[config.mk]
export PLATFORM = sky130hd
export DESIGN_NAME = pmx_port_override
export DESIGN_NICKNAME = d
export VERILOG_FILES = /design/src/pmx_pkg.sv /design/src/pmx_ovr_if.sv /design/src/pmx_pin_resolve.sv /design/src/pmx_port_override.sv
export VERILOG_INCLUDE_DIRS = /design/src
export SDC_FILE = /design/constraint.sdc
export NUM_CORES = 1
export LEC_CHECK = 0
export BUFFER_PORTS_ARGS = -buffer_cell sky130_fd_sc_hd__buf_2
export CORE_ASPECT_RATIO = 1.2
export CORE_MARGIN = 1
export CORE_UTILIZATION = 40
export CTS_CLUSTER_SIZE = 10
export DETAILED_ROUTE_END_ITERATION = 7
export PLACE_DENSITY = 0.65
export SETUP_SLACK_MARGIN = 0.15
export SLEW_MARGIN = 15
export SYNTH_ARGS = -nofsm -noshare
export SYNTH_HDL_FRONTEND = slang
export SYNTH_SLANG_ARGS = --single-unit
[constraint.sdc]
create_clock -name aclk -period 1.75 [get_ports aclk]
set_input_delay 0.35 -clock aclk [delete_from_list [all_inputs] [get_ports aclk]]
set_output_delay 0.35 -clock aclk [all_outputs]
set_load 0.01 [all_outputs]
[src/pmx_params.svh]
/*
  Constants for the port alternate-function override block: register byte
  offsets, field positions, reset values and bus response codes.
  Assumes it is included by bare name from the package only; the design modules use the macros that this include defines.
*/
`ifndef PMX_PARAMS_SVH
`define PMX_PARAMS_SVH

`define PMX_ADDR_W        8
`define PMX_PIN_W         8
`define PMX_OFF_CTRL      8'h00
`define PMX_OFF_PA_LATCH  8'h04
`define PMX_OFF_PA_DIR    8'h08
`define PMX_OFF_PB_LATCH  8'h0c
`define PMX_OFF_PB_DIR    8'h10
`define PMX_OFF_PA_PIN    8'h14
`define PMX_OFF_PB_PIN    8'h18
`define PMX_BIT_EXT_EN    0
`define PMX_BIT_PU_DIS    4
`define PMX_RST_BYTE      8'h00
`define PMX_ALL_ONES      8'hff
`define PMX_RESP_OKAY     2'h0
`define PMX_RESP_SLVERR   2'h2
`define PMX_PB_TIMER_LO   4
`define PMX_PB_SPI_MISO   3
`define PMX_PB_SPI_MOSI   2
`define PMX_PB_SPI_SCK    1
`define PMX_PB_SPI_SS     0

`endif

[src/pmx_pkg.sv]
/*
  Types shared by the port alternate-function override block.
  Assumes the constants header is available on the include path.
*/
package pmx_pkg;
`include "pmx_params.svh"
  typedef logic [`PMX_PIN_W-1:0]  pmx_byte_t;
  typedef logic [`PMX_ADDR_W-1:0] pmx_addr_t;
  typedef logic [31:0]            pmx_word_t;
  typedef logic [1:0]             pmx_resp_t;
endpackage

[src/pmx_ovr_if.sv]
/*
  Bundle of per-pin override terms and port settings for one 8-bit port.
  Assumes the source drives every signal combinationally and the resolver samples them.
*/
interface pmx_ovr_if;
  import pmx_pkg::*;
  pmx_byte_t pullup_override_en;
  pmx_byte_t pullup_override_val;
  pmx_byte_t direction_override_en;
  pmx_byte_t direction_override_val;
  pmx_byte_t port_value_override_en;
  pmx_byte_t port_value_override_val;
  pmx_byte_t latch;
  pmx_byte_t dir;
  logic      global_pullup_disable;
  modport src (output pullup_override_en, pullup_override_val, direction_override_en, direction_override_val,
               port_value_override_en, port_value_override_val, latch, dir, global_pullup_disable);
  modport dst (input  pullup_override_en, pullup_override_val, direction_override_en, direction_override_val,
               port_value_override_en, port_value_override_val, latch, dir, global_pullup_disable);
endinterface

[src/pmx_pin_resolve.sv]
/*
  Resolves the override terms of one 8-bit port into registered pin controls.
  Assumes a single clock aclk and synchronous active-low reset aresetn.
*/
module pmx_pin_resolve
  import pmx_pkg::*;
(
  input  logic      aclk,
  input  logic      aresetn,
  pmx_ovr_if.dst    ovr,
  output pmx_byte_t pin_out,
  output pmx_byte_t pin_oe,
  output pmx_byte_t pin_pullup
);

  wire pmx_byte_t oe_nxt;
  wire pmx_byte_t out_nxt;
  wire pmx_byte_t pull_nxt;

  assign oe_nxt  = (ovr.direction_override_en & ovr.direction_override_val)
                 | (~ovr.direction_override_en & ovr.dir);
  assign out_nxt = (ovr.port_value_override_en & ovr.port_value_override_val)
                 | (~ovr.port_value_override_en & ovr.latch);
  // The global disable sits after the override so no peripheral can re-enable a pull-up.
  assign pull_nxt = {`PMX_PIN_W{~ovr.global_pullup_disable}}
                  & ((ovr.pullup_override_en & ovr.pullup_override_val)
                  | (~ovr.pullup_override_en & ~ovr.dir & ovr.latch));

  always_ff @(posedge aclk) begin
    if (!aresetn) begin
      pin_out    <= `PMX_RST_BYTE;
      pin_oe     <= `PMX_RST_BYTE;
      pin_pullup <= `PMX_RST_BYTE;
    end else begin
      pin_out    <= out_nxt;
      pin_oe     <= oe_nxt;
      pin_pullup <= pull_nxt;
    end
  end

  a_pullup_forced_off: assert property (@(posedge aclk) disable iff (!aresetn)
    ovr.global_pullup_disable |=> pin_pullup == `PMX_RST_BYTE)
    else $error("pull-up left on while global disable set");

endmodule

[src/pmx_port_override.sv]
/*
  Port alternate-function override logic with an AXI4-Lite register slave.
  Port A is shared with the external memory address/data bus, port B carries
  timer compare outputs on pins 7..4 and the serial peripheral on pins 3..0.
  Assumes all inputs are synchronous to aclk and reset aresetn is synchronous, active low.
*/
// Behaviour
// - Setting the global pull-up disable turns every port pull-up off whatever the pin bits say.
// - The eight low-port pins form the external bus, pin n carrying address bit n and data bit n.
// - With external memory on, a low-port pull-up is forced off during the address phase or a write.
// - A low-port pin outputs address bit n in the address phase and write data bit n during a write.
// - The address-phase signal used by the low-port terms spans exactly the address presentation.
// - Port B pin 7 can output timer 0 compare A or timer 1 compare C once its direction bit is set.
// - Port B pin 6 carries timer 1 compare B when its direction bit is set to output.
// - Port B pin 5 carries timer 1 compare A when its direction bit is set to output.
// - Port B pin 4 carries timer 2 compare A when its direction bit is set to output.
// - The same compare pins carry the timer waveforms when the timers run in a PWM mode.
// - Port B pins 3 to 0 serve the serial peripheral as MISO, MOSI, SCK and SS.
// - Without an override, a pull-up is on only for an input pin with latch set and no global disable.
// - On port B pins 7 to 4 an enabled compare output overrides the value, with no pull or direction override.
module pmx_port_override
  import pmx_pkg::*;
(
  input  logic      aclk,
  input  logic      aresetn,
  input  pmx_addr_t s_axi_awaddr,
  input  logic      s_axi_awvalid,
  output logic      s_axi_awready,
  input  pmx_word_t s_axi_wdata,
  input  logic [3:0] s_axi_wstrb,
  input  logic      s_axi_wvalid,
  output logic      s_axi_wready,
  output pmx_resp_t s_axi_bresp,
  output logic      s_axi_bvalid,
  input  logic      s_axi_bready,
  input  pmx_addr_t s_axi_araddr,
  input  logic      s_axi_arvalid,
  output logic      s_axi_arready,
  output pmx_word_t s_axi_rdata,
  output pmx_resp_t s_axi_rresp,
  output logic      s_axi_rvalid,
  input  logic      s_axi_rready,
  input  logic      address_phase_active,
  input  logic      ext_mem_write,
  input  pmx_byte_t ext_mem_addr_lo,
  input  pmx_byte_t ext_mem_wdata,
  output pmx_byte_t ext_mem_rdata,
  input  logic      timer0_compare_a_out,
  input  logic      timer0_compare_a_en,
  input  logic      timer1_compare_c_out,
  input  logic      timer1_compare_c_en,
  input  logic      timer1_compare_b_out,
  input  logic      timer1_compare_b_en,
  input  logic      timer1_compare_a_out,
  input  logic      timer1_compare_a_en,
  input  logic      timer2_compare_a_out,
  input  logic      timer2_compare_a_en,
  input  logic      spi_enable,
  input  logic      spi_master,
  input  logic      spi_slave_out,
  input  logic      spi_master_out,
  input  logic      spi_sck_out,
  output logic      spi_master_in,
  output logic      spi_slave_in,
  output logic      spi_sck_in,
  output logic      spi_ss_in,
  input  pmx_byte_t porta_in,
  output pmx_byte_t porta_out,
  output pmx_byte_t porta_oe,
  output pmx_byte_t porta_pullup,
  input  pmx_byte_t portb_in,
  output pmx_byte_t portb_out,
  output pmx_byte_t portb_oe,
  output pmx_byte_t portb_pullup
);

  function automatic logic reg_hit(input pmx_addr_t addr, input pmx_addr_t off);
    reg_hit = (addr == off);
  endfunction

  function automatic logic reg_mapped(input pmx_addr_t addr);
    reg_mapped = reg_hit(addr, `PMX_OFF_CTRL) | reg_hit(addr, `PMX_OFF_PA_LATCH)
               | reg_hit(addr, `PMX_OFF_PA_DIR) | reg_hit(addr, `PMX_OFF_PB_LATCH)
               | reg_hit(addr, `PMX_OFF_PB_DIR) | reg_hit(addr, `PMX_OFF_PA_PIN)
               | reg_hit(addr, `PMX_OFF_PB_PIN);
  endfunction

  pmx_byte_t ctrl_r;
  pmx_byte_t pa_latch_r;
  pmx_byte_t pa_dir_r;
  pmx_byte_t pb_latch_r;
  pmx_byte_t pb_dir_r;
  pmx_addr_t awaddr_r;
  pmx_byte_t wbyte_r;
  logic      wlane_r;
  logic      aw_have_r;
  logic      w_have_r;

  wire logic ext_mem_enable        = ctrl_r[`PMX_BIT_EXT_EN];
  wire logic global_pullup_disable = ctrl_r[`PMX_BIT_PU_DIS];

  // Write channel: address and data are caught independently, in either order.
  wire logic aw_take   = s_axi_awvalid & s_axi_awready;
  wire logic w_take    = s_axi_wvalid & s_axi_wready;
  wire logic do_write  = aw_have_r & w_have_r & ~s_axi_bvalid;
  wire logic aw_have_nxt = (aw_have_r | aw_take) & ~do_write;
  wire logic w_have_nxt  = (w_have_r | w_take) & ~do_write;
  wire logic wr_en     = do_write & wlane_r;
  wire logic bvalid_nxt = do_write | (s_axi_bvalid & ~s_axi_bready);

  // Read channel: one read outstanding, answered the cycle after the address is taken.
  wire logic ar_take    = s_axi_arvalid & s_axi_arready;
  wire logic rvalid_nxt = ar_take | (s_axi_rvalid & ~s_axi_rready);
  wire pmx_byte_t rd_byte =
      reg_hit(s_axi_araddr, `PMX_OFF_CTRL)     ? ctrl_r     :
      reg_hit(s_axi_araddr, `PMX_OFF_PA_LATCH) ? pa_latch_r :
      reg_hit(s_axi_araddr, `PMX_OFF_PA_DIR)   ? pa_dir_r   :
      reg_hit(s_axi_araddr, `PMX_OFF_PB_LATCH) ? pb_latch_r :
      reg_hit(s_axi_araddr, `PMX_OFF_PB_DIR)   ? pb_dir_r   :
      reg_hit(s_axi_araddr, `PMX_OFF_PA_PIN)   ? porta_in   :
      reg_hit(s_axi_araddr, `PMX_OFF_PB_PIN)   ? portb_in   : `PMX_RST_BYTE;

  always_ff @(posedge aclk) begin
    if (!aresetn) begin
      aw_have_r     <= 1'b0;
      w_have_r      <= 1'b0;
      awaddr_r      <= `PMX_RST_BYTE;
      wbyte_r       <= `PMX_RST_BYTE;
      wlane_r       <= 1'b0;
      s_axi_awready <= 1'b0;
      s_axi_wready  <= 1'b0;
      s_axi_bvalid  <= 1'b0;
      s_axi_bresp   <= `PMX_RESP_OKAY;
    end else begin
      aw_have_r     <= aw_have_nxt;
      w_have_r      <= w_have_nxt;
      s_axi_awready <= ~aw_have_nxt;
      s_axi_wready  <= ~w_have_nxt;
      s_axi_bvalid  <= bvalid_nxt;
      if (aw_take) begin
        awaddr_r <= s_axi_awaddr;
      end
      if (w_take) begin
        wbyte_r <= s_axi_wdata[`PMX_PIN_W-1:0];
        wlane_r <= s_axi_wstrb[0];
      end
      if (do_write) begin
        s_axi_bresp <= reg_mapped(awaddr_r) ? `PMX_RESP_OKAY : `PMX_RESP_SLVERR;
      end
    end
  end

  always_ff @(posedge aclk) begin
    if (!aresetn) begin
      s_axi_arready <= 1'b0;
      s_axi_rvalid  <= 1'b0;
      s_axi_rdata   <= 32'h0000_0000;
      s_axi_rresp   <= `PMX_RESP_OKAY;
    end else begin
      s_axi_arready <= ~rvalid_nxt;
      s_axi_rvalid  <= rvalid_nxt;
      if (ar_take) begin
        s_axi_rdata <= {24'h00_0000, rd_byte};
        s_axi_rresp <= reg_mapped(s_axi_araddr) ? `PMX_RESP_OKAY : `PMX_RESP_SLVERR;
      end
    end
  end

  // Only the low byte lane holds register bits; pin status words ignore writes.
  always_ff @(posedge aclk) begin
    if (!aresetn) begin
      ctrl_r     <= `PMX_RST_BYTE;
      pa_latch_r <= `PMX_RST_BYTE;
      pa_dir_r   <= `PMX_RST_BYTE;
      pb_latch_r <= `PMX_RST_BYTE;
      pb_dir_r   <= `PMX_RST_BYTE;
    end else if (wr_en) begin
      if (reg_hit(awaddr_r, `PMX_OFF_CTRL)) begin
        ctrl_r <= wbyte_r & ((`PMX_PIN_W'(1) << `PMX_BIT_EXT_EN) | (`PMX_PIN_W'(1) << `PMX_BIT_PU_DIS));
      end
      if (reg_hit(awaddr_r, `PMX_OFF_PA_LATCH)) begin
        pa_latch_r <= wbyte_r;
      end
      if (reg_hit(awaddr_r, `PMX_OFF_PA_DIR)) begin
        pa_dir_r <= wbyte_r;
      end
      if (reg_hit(awaddr_r, `PMX_OFF_PB_LATCH)) begin
        pb_latch_r <= wbyte_r;
      end
      if (reg_hit(awaddr_r, `PMX_OFF_PB_DIR)) begin
        pb_dir_r <= wbyte_r;
      end
    end
  end

  // Port A: the external bus owns the pins whenever the enable bit is set.
  // The address-phase strobe is taken as given by the memory interface, unaltered.
  wire logic      bus_drive = address_phase_active | ext_mem_write;
  wire pmx_byte_t pa_value  = (ext_mem_addr_lo & {`PMX_PIN_W{address_phase_active}})
                            | (ext_mem_wdata & {`PMX_PIN_W{ext_mem_write}});

  pmx_ovr_if pa_ovr ();
  assign pa_ovr.pullup_override_en      = {`PMX_PIN_W{ext_mem_enable & bus_drive}};
  assign pa_ovr.pullup_override_val     = `PMX_RST_BYTE;
  assign pa_ovr.direction_override_en   = {`PMX_PIN_W{ext_mem_enable}};
  assign pa_ovr.direction_override_val  = {`PMX_PIN_W{bus_drive}};
  assign pa_ovr.port_value_override_en  = {`PMX_PIN_W{ext_mem_enable}};
  assign pa_ovr.port_value_override_val = pa_value;
  assign pa_ovr.latch                   = pa_latch_r;
  assign pa_ovr.dir                     = pa_dir_r;
  assign pa_ovr.global_pullup_disable   = global_pullup_disable;

  // Pin 7 merges both compare outputs when both are on; the latch bit picks OR or AND.
  wire logic pb7_both  = timer0_compare_a_en & timer1_compare_c_en;
  wire logic pb7_value = pb7_both ? (pb_latch_r[7] ? (timer0_compare_a_out | timer1_compare_c_out)
                                                   : (timer0_compare_a_out & timer1_compare_c_out))
                                  : (timer0_compare_a_en ? timer0_compare_a_out : timer1_compare_c_out);
  wire logic pb7_en    = timer0_compare_a_en | timer1_compare_c_en;
  // Compare and PWM waveforms share one path, so the pin follows whichever the timer makes.
  wire logic [3:0] tmr_en  = {pb7_en, timer1_compare_b_en, timer1_compare_a_en, timer2_compare_a_en};
  wire logic [3:0] tmr_val = {pb7_value, timer1_compare_b_out, timer1_compare_a_out,
                              timer2_compare_a_out};
  wire logic spi_mst = spi_enable & spi_master;

  pmx_ovr_if pb_ovr ();
  assign pb_ovr.pullup_override_en      = {4'h0, {4{spi_mst}}};
  assign pb_ovr.pullup_override_val     = {4'h0, pb_latch_r[3:0]};
  assign pb_ovr.direction_override_en   = {4'h0, {4{spi_mst}}};
  assign pb_ovr.direction_override_val  = `PMX_RST_BYTE;
  assign pb_ovr.port_value_override_en  = {tmr_en, {3{spi_mst}}, 1'b0};
  assign pb_ovr.port_value_override_val = {tmr_val, spi_slave_out, spi_master_out, spi_sck_out, 1'b0};
  assign pb_ovr.latch                   = pb_latch_r;
  assign pb_ovr.dir                     = pb_dir_r;
  assign pb_ovr.global_pullup_disable   = global_pullup_disable;

  pmx_pin_resolve u_port_a (
    .aclk       (aclk),
    .aresetn    (aresetn),
    .ovr        (pa_ovr),
    .pin_out    (porta_out),
    .pin_oe     (porta_oe),
    .pin_pullup (porta_pullup)
  );

  pmx_pin_resolve u_port_b (
    .aclk       (aclk),
    .aresetn    (aresetn),
    .ovr        (pb_ovr),
    .pin_out    (portb_out),
    .pin_oe     (portb_oe),
    .pin_pullup (portb_pullup)
  );

  // Inputs handed to peripherals are registered so every output leaves a flip-flop.
  always_ff @(posedge aclk) begin
    if (!aresetn) begin
      ext_mem_rdata <= `PMX_RST_BYTE;
      spi_master_in <= 1'b0;
      spi_slave_in  <= 1'b0;
      spi_sck_in    <= 1'b0;
      spi_ss_in     <= 1'b0;
    end else begin
      ext_mem_rdata <= porta_in;
      spi_master_in <= portb_in[`PMX_PB_SPI_MISO];
      spi_slave_in  <= portb_in[`PMX_PB_SPI_MOSI];
      spi_sck_in    <= portb_in[`PMX_PB_SPI_SCK];
      spi_ss_in     <= portb_in[`PMX_PB_SPI_SS];
    end
  end

  a_pullups_all_off: assert property (@(posedge aclk) disable iff (!aresetn)
    global_pullup_disable |=> (porta_pullup == `PMX_RST_BYTE) && (portb_pullup == `PMX_RST_BYTE))
    else $error("a pull-up stayed on under the global disable");

  a_bus_pull_off: assert property (@(posedge aclk) disable iff (!aresetn)
    ext_mem_enable && bus_drive |=> porta_pullup == `PMX_RST_BYTE)
    else $error("low-port pull-up on during bus drive");

  a_bus_owns_dir: assert property (@(posedge aclk) disable iff (!aresetn)
    ext_mem_enable |=> porta_oe == ($past(bus_drive) ? `PMX_ALL_ONES : `PMX_RST_BYTE))
    else $error("low-port direction not owned by the bus");

  a_addr_on_pins: assert property (@(posedge aclk) disable iff (!aresetn)
    ext_mem_enable && address_phase_active && !ext_mem_write |=> porta_out == $past(ext_mem_addr_lo))
    else $error("address byte missing from low port");

  a_wdata_on_pins: assert property (@(posedge aclk) disable iff (!aresetn)
    ext_mem_enable && ext_mem_write && !address_phase_active |=> porta_out == $past(ext_mem_wdata))
    else $error("write data missing from low port");

  a_rdata_follows: assert property (@(posedge aclk) disable iff (!aresetn)
    aresetn |=> ext_mem_rdata == $past(porta_in))
    else $error("read data does not follow the low port");

  a_plain_gpio_a: assert property (@(posedge aclk) disable iff (!aresetn)
    !ext_mem_enable |=> porta_oe == $past(pa_dir_r) && porta_out == $past(pa_latch_r))
    else $error("low port not plain I/O with the bus off");

  a_pullup_plain: assert property (@(posedge aclk) disable iff (!aresetn)
    !ext_mem_enable && !global_pullup_disable |=> porta_pullup == $past(~pa_dir_r & pa_latch_r))
    else $error("low-port pull-up not from direction and latch");

  a_cmp_b_pin6: assert property (@(posedge aclk) disable iff (!aresetn)
    pb_dir_r[6] && timer1_compare_b_en |=> portb_oe[6] && portb_out[6] == $past(timer1_compare_b_out))
    else $error("timer 1 compare B not on port B pin 6");

  a_timer_no_dir: assert property (@(posedge aclk) disable iff (!aresetn)
    aresetn |=> portb_oe[7:4] == $past(pb_dir_r[7:4]))
    else $error("port B upper direction overridden");

  a_write_answer: assert property (@(posedge aclk) disable iff (!aresetn)
    do_write |=> s_axi_bvalid ##0 (s_axi_bvalid throughout (!s_axi_bready [*1])) or s_axi_bvalid)
    else $error("write response not raised after a write");

endmodule

Yosys cells after proc, flatten, opt, wreduce, memory -nomap -nowiden:

Index checks and enable logic that the tools add are counted.

* flip-flop bits (word level): 130
* bits of input ports: 108
* output and inout port bits: 101
* word-level logic and storage cells: 128

* equality and inequality tests: 12
* muxes and demuxes: 12
* bitwise operators: 68
* reductions and logical operators: 7

Operator list (count)
* bitwise AND 8 bit: 15
* 2-to-1 mux 8 bit: 7
* equality test 8 x 5 -> 1 bit (second input constant): 6
* NOT 8 bit: 5
* OR 8 bit: 5
* equality test 8 x 4 -> 1 bit (second input constant): 4
* OR 1 bit: 19
* equality test 8 x 3 -> 1 bit (second input constant): 2
* zero test 8 bit: 2
* bitwise AND 1 bit: 14
* AND reduction 2 bit: 5
* NOT 1 bit: 8
* NOT 4 -> 8 bit: 1
* bitwise AND 4 bit: 1
* 2-to-1 mux 2 bit: 2
* 2-to-1 mux 1 bit: 3

Longest topological paths before layout:

Gate-level depths: netlist (run 1).

* depth in word-level cells: 8
* mapped depth: 8
* mapped depth without buffers: 5

Cells and area by module:

Synthesis (run 1) repeated with hierarchy kept, for this count alone.

* cells, all modules: 583
* area, all modules: 5502.8 µm²

By module, submodules not included
* pmx_port_override: instances 1, cells an instance 417, area each 3648.5 µm², seq. area each 1601.5 µm²
* pmx_pin_resolve: instances 2, cells an instance 83, area each 927.1 µm², seq. area each 480.5 µm²

Least setup slack after synthesis (run 1):

Ideal clock, no wire load.

* kind: register to register
* start: register s_axi_bvalid
* end: register pa_dir_r[5]
* setup time: 0.116 ns
* arrival: 1.405 ns
* data required time: 1.634 ns
* slack: 0.229 ns
* stages on the path, launching flop included: 9
* path buffers: 3
* period minus slack after synthesis: 1.521 ns
* cell sequence: dfxtp_1 and3b_1 buf_4 and4_4 nand4bb_1 buf_2 buf_6 nand3_2 o21ai_2

* cells in the longest elaborated chain, start to end: 4

RTL lines
* start: declaration: RTL line pmx_port_override.sv:34 `output logic s_axi_bvalid,`
* start signal: assignment: RTL line pmx_port_override.sv:139 `s_axi_bvalid <= bvalid_nxt;`
* NOT 1 bit: RTL line pmx_port_override.sv:105 `wire logic do_write = aw_have_r & w_have_r & ~s_axi_bvalid;`
* bitwise AND 1 bit: RTL line pmx_port_override.sv:105
* bitwise AND 1 bit: RTL line pmx_port_override.sv:108 `wire logic wr_en = do_write & wlane_r;`
* AND reduction 2 bit (no line)
* end signal: assignment: RTL line pmx_port_override.sv:174 `` pa_dir_r <= `PMX_RST_BYTE; ``
* end signal: assignment: RTL line pmx_port_override.sv:185 `pa_dir_r <= wbyte_r;`
* end: declaration: RTL line pmx_port_override.sv:90 `pmx_byte_t pa_dir_r;`

No other way between the ends.
A chain may end at the register's enable or synchronous reset.

Worst setup path in the final report (run 1):

* start: register s_axi_awready
* end: output s_axi_awready

RTL lines
* start: declaration: RTL line pmx_port_override.sv:28 `output logic s_axi_awready,`
* start signal: assignment: RTL line pmx_port_override.sv:137 `s_axi_awready <= ~aw_have_nxt;`

No word-level cell between the ends.

==> results.cfg, run 1 <==
[outcome]
status = finished clean

[clock_tree]
worst_skew_pair.late_latency_ps = 410
h-tree-depth = 4
cts-buffers-inserted = 17
cts_post_setup_buffers_inserted = 0
clkTransAtPathRegs_ps = 60
cts_repair_resize_count = 1
tritoncts = done
clock_sink_count = 128
cts_hold_repair.buffers = 0
clockBufferDepth = 2
ctsRootBufferMaster = sky130_fd_sc_hd__clkbuf_16

[routing]
drt_drc_violations_left = 0
route.vias.total = 4487
detail-route-antenna-nets = 0
routed_wirelength_um = 13300
via_per_inst = 4.94
wire_per_inst_um = 14.6
firstDrtPassIters = 4
dr.first_iter.drc_count = 209

[floorplan]
floorplan.die.width_um = 106
die_outline_area_um2 = 13400
rows = 45
placeableCoreArea_um2 = 12600
start_util = 0.410
top_level_ports = 209
die_height_um = 127

[cells_and_area]
synthToLayoutAreaGrowth_pct = 29.6
antenna_cells_inserted = 0
final_core_utilization = 0.532
fin_nets = 840
finish.cell_count_without_fillers = 908
layout_cell_share_with_drive_strength_beyond_1 = 0.317
most_common_cell_after_layout_fill_and_taps_aside = sky130_fd_sc_hd__buf_2
top_library_cells_by_usage_in_the_layout_fill_and_taps_aside = 155 x sky130_fd_sc_hd__buf_2, 128 x sky130_fd_sc_hd__dfxtp_1, 84 x sky130_fd_sc_hd__nand2_1

[power_and_ir_drop]
max-vdd-ir-drop_v = 0.000642
powerDensity_nw_per_um2 = 1120
total_leakage_power_nw = 2.95

[global_routing]
grt_max_degree = 62
grt_overflow = 0
grt_usage = 0.204
antenna_found_initial = 0
grt_pass1_vias = 4289
grt_pass1_wl_um = 21100

[synth]
synth-warning-count = 0
synth_enable_flop_cells = 0
synth.distinct_cells = 51
post_synth_instance_area_um2 = 5170
avgSynthCellArea_um2 = 8.95
synth-async-reset-ratio = 0
ys.flop_type = sky130_fd_sc_hd__dfxtp_1
yosys_register_bits = 128
post_synth_inst_count = 578
seq_area_frac_synth = 0.495

[sta]
rsz0062_at_grt = false
clk_skew_ps = 8.71
finalWorstPathRequiredPeriod_ps = 1470
max_freq_ghz = 0.682
worst_slew_margin_rel = 0.572
setup_viol = 0
final-hold-violation-count = 0
worst_slew_pin_slew_ps = 642
finalCritPeriodShare = 0.838
report.final.slew_viol_count = 0

[flow_run]
maxCapViolCount = 0

[critical_path]
cp_cell_sequence = buf_2
critical_path.max_fanout = 11
timing.critical_path.to_type = output pin
crit_arrival_ps = 1120
slowest_library_cell_on_the_worst_path = sky130_fd_sc_hd__dfxtp_1
worstPathBufferInverterCount = 1
crit_path_max_incr_delay_ps = 510
setup.worst_path.class = flop to output pin
startpoint_type = flop
critical-path-top-delay-family = flip-flops
required_ps = 1400

[placement]
number_of_port_buffers = 155
placed_insts = 877
globalplace.congestion = 0.814
dp_hpwl_um = 9650

[hold_path]
worst_hold_path_type = input pin to flop
## through the flow
step                      setup TNS (ps)  hold WS [ps]  total power, mW  instance area (um^2)  worst slack [ps]
after floorplan                        0           420             3.38                  5270               229
after CTS                              0           136             7.58                  6700               139
after global placement                 0           445             3.53                  6000              13.0
after detailed placement            -218           449             3.54                  6000             -53.4
after global routing                   0           144             7.77                  6710               187
final                                  0           154             7.52                  6710               284
## routing by layer
metal	share of wire	track usage	wire (um)
met5	0	0	0
met4	0.021	0.0850	279
met3	0.053	0.0488	703
met2	0.50	0.353	6700
met1	0.42	0.241	5590
## cell families (layout without fill, tap and decap cells)
logic type,after synthesis,count (layout),share of synthesized area
AND/OR/NAND/NOR,228,228,0.230
AO/OA/AOI/OAI,138,138,0.168
flip-flops,128,128,0.495
buffers and inverters,71,212,0.0829
multiplexers,12,12,0.0237
other,1,26,0.000725
## power by group
part,total (mW),switching [mW],leakage (nW),internal (mW)
Sequential,3.01,0.0377,1.04,2.97
Combinational,0.469,0.277,1.58,0.192
Clock,4.04,1.29,0.330,2.75
## path summary, 6_finish.rpt
| path | startpoint | endpoint | slack (ps) | cells past startpoint |
|---|---|---|---|---|
| hold reg to reg | awaddr_r[7] | awaddr_r[7] | 460 | 2 |
| setup reg to reg | awaddr_r[0] | pa_dir_r[4] | 290 | 6 |
| hold / removal | porta_in[7] | ext_mem_rdata[7] | 150 | 2 |
| setup / recovery | s_axi_awready | s_axi_awready | 280 | 1 |
## synthesized netlist by cell type, types with 2 or more instances
| library cell | number | area [um^2] |
|---|---|---|
| sky130_fd_sc_hd__nand4bb_1 | 2 | 22.5 |
| sky130_fd_sc_hd__nor3_1 | 5 | 25.0 |
| sky130_fd_sc_hd__clkbuf_1 | 22 | 82.6 |
| sky130_fd_sc_hd__o21ai_0 | 16 | 80.1 |
| sky130_fd_sc_hd__and3_1 | 7 | 43.8 |
| sky130_fd_sc_hd__nand2_1 | 84 | 315 |
| sky130_fd_sc_hd__nor2_1 | 27 | 101 |
| sky130_fd_sc_hd__nor3b_1 | 12 | 90.1 |
| sky130_fd_sc_hd__inv_1 | 6 | 22.5 |
| sky130_fd_sc_hd__a22oi_1 | 19 | 143 |
| sky130_fd_sc_hd__nor4_1 | 2 | 12.5 |
| sky130_fd_sc_hd__nand3_1 | 35 | 175 |
| sky130_fd_sc_hd__nand3_2 | 4 | 40.0 |
| sky130_fd_sc_hd__a211oi_1 | 10 | 75.1 |
| sky130_fd_sc_hd__buf_6 | 5 | 56.3 |
| sky130_fd_sc_hd__o22ai_1 | 2 | 12.5 |
| sky130_fd_sc_hd__o21ai_1 | 14 | 70.1 |
| sky130_fd_sc_hd__and3b_1 | 2 | 17.5 |
| sky130_fd_sc_hd__o21ai_2 | 11 | 96.3 |
| sky130_fd_sc_hd__dfxtp_1 | 128 | 2560 |
| sky130_fd_sc_hd__buf_2 | 7 | 35.0 |
| sky130_fd_sc_hd__nand2b_1 | 15 | 93.8 |
| sky130_fd_sc_hd__o2bb2ai_1 | 2 | 17.5 |
| sky130_fd_sc_hd__and2_1 | 18 | 113 |
| sky130_fd_sc_hd__nor2b_1 | 2 | 12.5 |
| sky130_fd_sc_hd__mux2_2 | 2 | 22.5 |
| sky130_fd_sc_hd__a221oi_1 | 3 | 26.3 |
| sky130_fd_sc_hd__o32ai_1 | 5 | 43.8 |
| sky130_fd_sc_hd__mux2i_1 | 10 | 100 |
| sky130_fd_sc_hd__buf_4 | 29 | 218 |
| sky130_fd_sc_hd__a21oi_1 | 52 | 260 |
## cell type report
class	instances	area, um^2
clock inverter	12	231
tap	164	205
timing repair buffer	174	931
fill	1178	5910
multi-input combinational	404	2300
inverter	7	26.3
sequential	128	2560
clock buffer	19	453
(Power assumes the default switching activity.)
==> run 2: changes to the inputs <==
clock period = 1.4 ns   (was 1.75 ns; I/O delays follow)
==> results.cfg, run 2 (synthesis gave the netlist of run 1 again) <==
[sta]
max_freq_ghz = 0.693
finalSetupTns_ps = -174
clk_skew_ps = 8.53
final.hold.worst_slack_ps = 83.5
finalWorstPathRequiredPeriod_ps = 1440
setup_viol = 13
finalCritPeriodShare = 1.03
rsz0062_at_grt = true
report.final.slew_viol_count = 0
final.setup.worst_slack_ps = -43.9
final-hold-violation-count = 0

[critical_path]
slowest_library_cell_on_the_worst_path = sky130_fd_sc_hd__dfxtp_2
required_ps = 1680
worstPathBufferInverterCount = 1
crit_path_max_incr_delay_ps = 330
critical_path.max_fanout = 8
crit_arrival_ps = 1730
critical-path-top-delay-family = simple AND/OR/NAND/NOR gates
setup.worst_path.class = flop to flop
cp_cell_sequence = nor3_4 > and4_4 > buf_6 > nand3_4 > nand2_2 > a21oi_2
timing.critical_path.to_type = flop
startpoint_type = flop

[power_and_ir_drop]
switching_share = 0.230
powerDensity_nw_per_um2 = 1270
total_switching_power_mw = 2.06
max-vdd-ir-drop_v = 0.000641
design_power_total_mw = 8.95
pwr-share-comb = 0.073
total_leakage_power_nw = 3.09
p_clk_frac = 0.506
seq_power_share = 0.421
p_int_mw = 6.89

[outcome]
status = complete, but fails checks
failed_checks = negative setup slack

[floorplan]
floorplan.die.width_um = 106
rows = 45
top_level_ports = 209
start_util = 0.410
die_outline_area_um2 = 13400
placeableCoreArea_um2 = 12600
die_height_um = 127

[clock_tree]
clockBufferDepth = 2
cts-buffers-inserted = 17
h-tree-depth = 4
cts_hold_repair.buffers = 0
worst_skew_pair.late_latency_ps = 410
clkTransAtPathRegs_ps = 60
ctsRootBufferMaster = sky130_fd_sc_hd__clkbuf_16
clock_sink_count = 128
tritoncts = done

[global_routing]
antenna_found_initial = 0
grt_pass1_vias = 4333
grt_pass1_wl_um = 21700
grt_overflow = 0
grt_max_degree = 62
grt_usage = 0.209

[placement]
globalplace.congestion = 0.840
number_of_port_buffers = 155
placedInstanceArea_um2 = 6190
dp_hpwl_um = 10200
preCtsSetupSlack_ps = -237

[cells_and_area]
fin_nets = 863
top_library_cells_by_usage_in_the_layout_fill_and_taps_aside = 154 x sky130_fd_sc_hd__buf_2, 125 x sky130_fd_sc_hd__dfxtp_1, 70 x sky130_fd_sc_hd__nand2_1
layout.cell_area.non_filler_um2 = 7060
most_common_cell_after_layout_fill_and_taps_aside = sky130_fd_sc_hd__buf_2
n_fill_cell = 1136
layout_cell_share_with_drive_strength_beyond_1 = 0.388
synthToLayoutAreaGrowth_pct = 36.5
antenna_cells_inserted = 0

[routing]
via_per_inst = 5.03
firstDrtPassIters = 6
route.vias.total = 4689
detail-route-antenna-nets = 0
dr.first_iter.drc_count = 272
drt_drc_violations_left = 0
routed_wirelength_um = 14200
wire_per_inst_um = 15.3

[flow_run]
maxCapViolCount = 0

[hold_path]
worst_hold_path_type = input pin to flop
run 2: cell count changes in the layout (fill, tap and decap cells not counted), moves of 4 or more:
| cell | before | now |
|---|---|---|
| sky130_fd_sc_hd__a22oi_2 | 0 | 6 |
| sky130_fd_sc_hd__buf_6 | 0 | 7 |
| sky130_fd_sc_hd__buf_12 | 1 | 5 |
| sky130_fd_sc_hd__nand2_2 | 1 | 15 |
| sky130_fd_sc_hd__nand2_1 | 84 | 70 |
| sky130_fd_sc_hd__a21oi_1 | 52 | 46 |
| sky130_fd_sc_hd__a22oi_1 | 19 | 13 |
| sky130_fd_sc_hd__o21ai_1 | 14 | 18 |
| sky130_fd_sc_hd__a21oi_2 | 0 | 6 |
| sky130_fd_sc_hd__buf_4 | 18 | 31 |
| sky130_fd_sc_hd__o21ai_0 | 16 | 12 |
run 2: per-stage QoR:
step / util / cells
final: 0.560 / 932
after CTS: 0.545 / 927
after global routing: 0.560 / 932
after global placement: 0.491 / 893
after detailed placement: 0.491 / 893
after floorplan: - / 603
run 2: power by group through the flow:
| stage | clock, mW | combinational, mW | sequential (mW) |
|---|---|---|---|
| after floorplan | 0 | 0.384 | 3.85 |
| after global placement | 0 | 0.613 | 3.83 |
| after detailed placement | 0 | 0.627 | 3.83 |
| after CTS | 4.59 | 0.635 | 3.76 |
| after global routing | 4.74 | 0.717 | 3.77 |
| final | 4.53 | 0.652 | 3.76 |
run 2: worst paths after layout:
check / depth (start not counted) / slack [ps] / end / start
setup reg to reg: 6 / -40 / pb_dir_r[1] / awaddr_r[0]
setup / recovery: 6 / -40 / pb_dir_r[1] / awaddr_r[0]
hold / removal: 2 / 80 / ext_mem_rdata[5] / porta_in[5]
hold reg to reg: 2 / 460 / awaddr_r[7] / awaddr_r[7]
run 2: area by class of cell:
class / count / area, um^2 / area share
clock inverters: 13 / 161 / 0.0228
multi-input cells: 404 / 2470 / 0.350
inverters: 7 / 26.3 / 0.00372
flip-flops and latches: 128 / 2570 / 0.363
well taps: 164 / 205 / 0.0290
repair buffers: 197 / 1180 / 0.167
clock buffers: 19 / 453 / 0.0641
run 2: repair_timing:
| item | in CTS | in global routing |
|---|---|---|
| gates resized for setup | 17 | 38 |
| setup buffers | 2 | 4 |
| hold endpoints to repair | 0 | 0 |
| endpoints found under the setup margin | 34 | 45 |
| cloned | 0 | 1 |
| pin swaps | 15 | 12 |
run 2: routing by layer:
metal	vias to the layer above	share of wire	track usage	wire length (um)
li1	2315	-	-	-
met1	2183	0.41	0.249	5780
met2	175	0.52	0.371	7410
met3	16	0.060	0.0488	853
met4	0	0.012	0.0654	176
met5	-	0	0	0
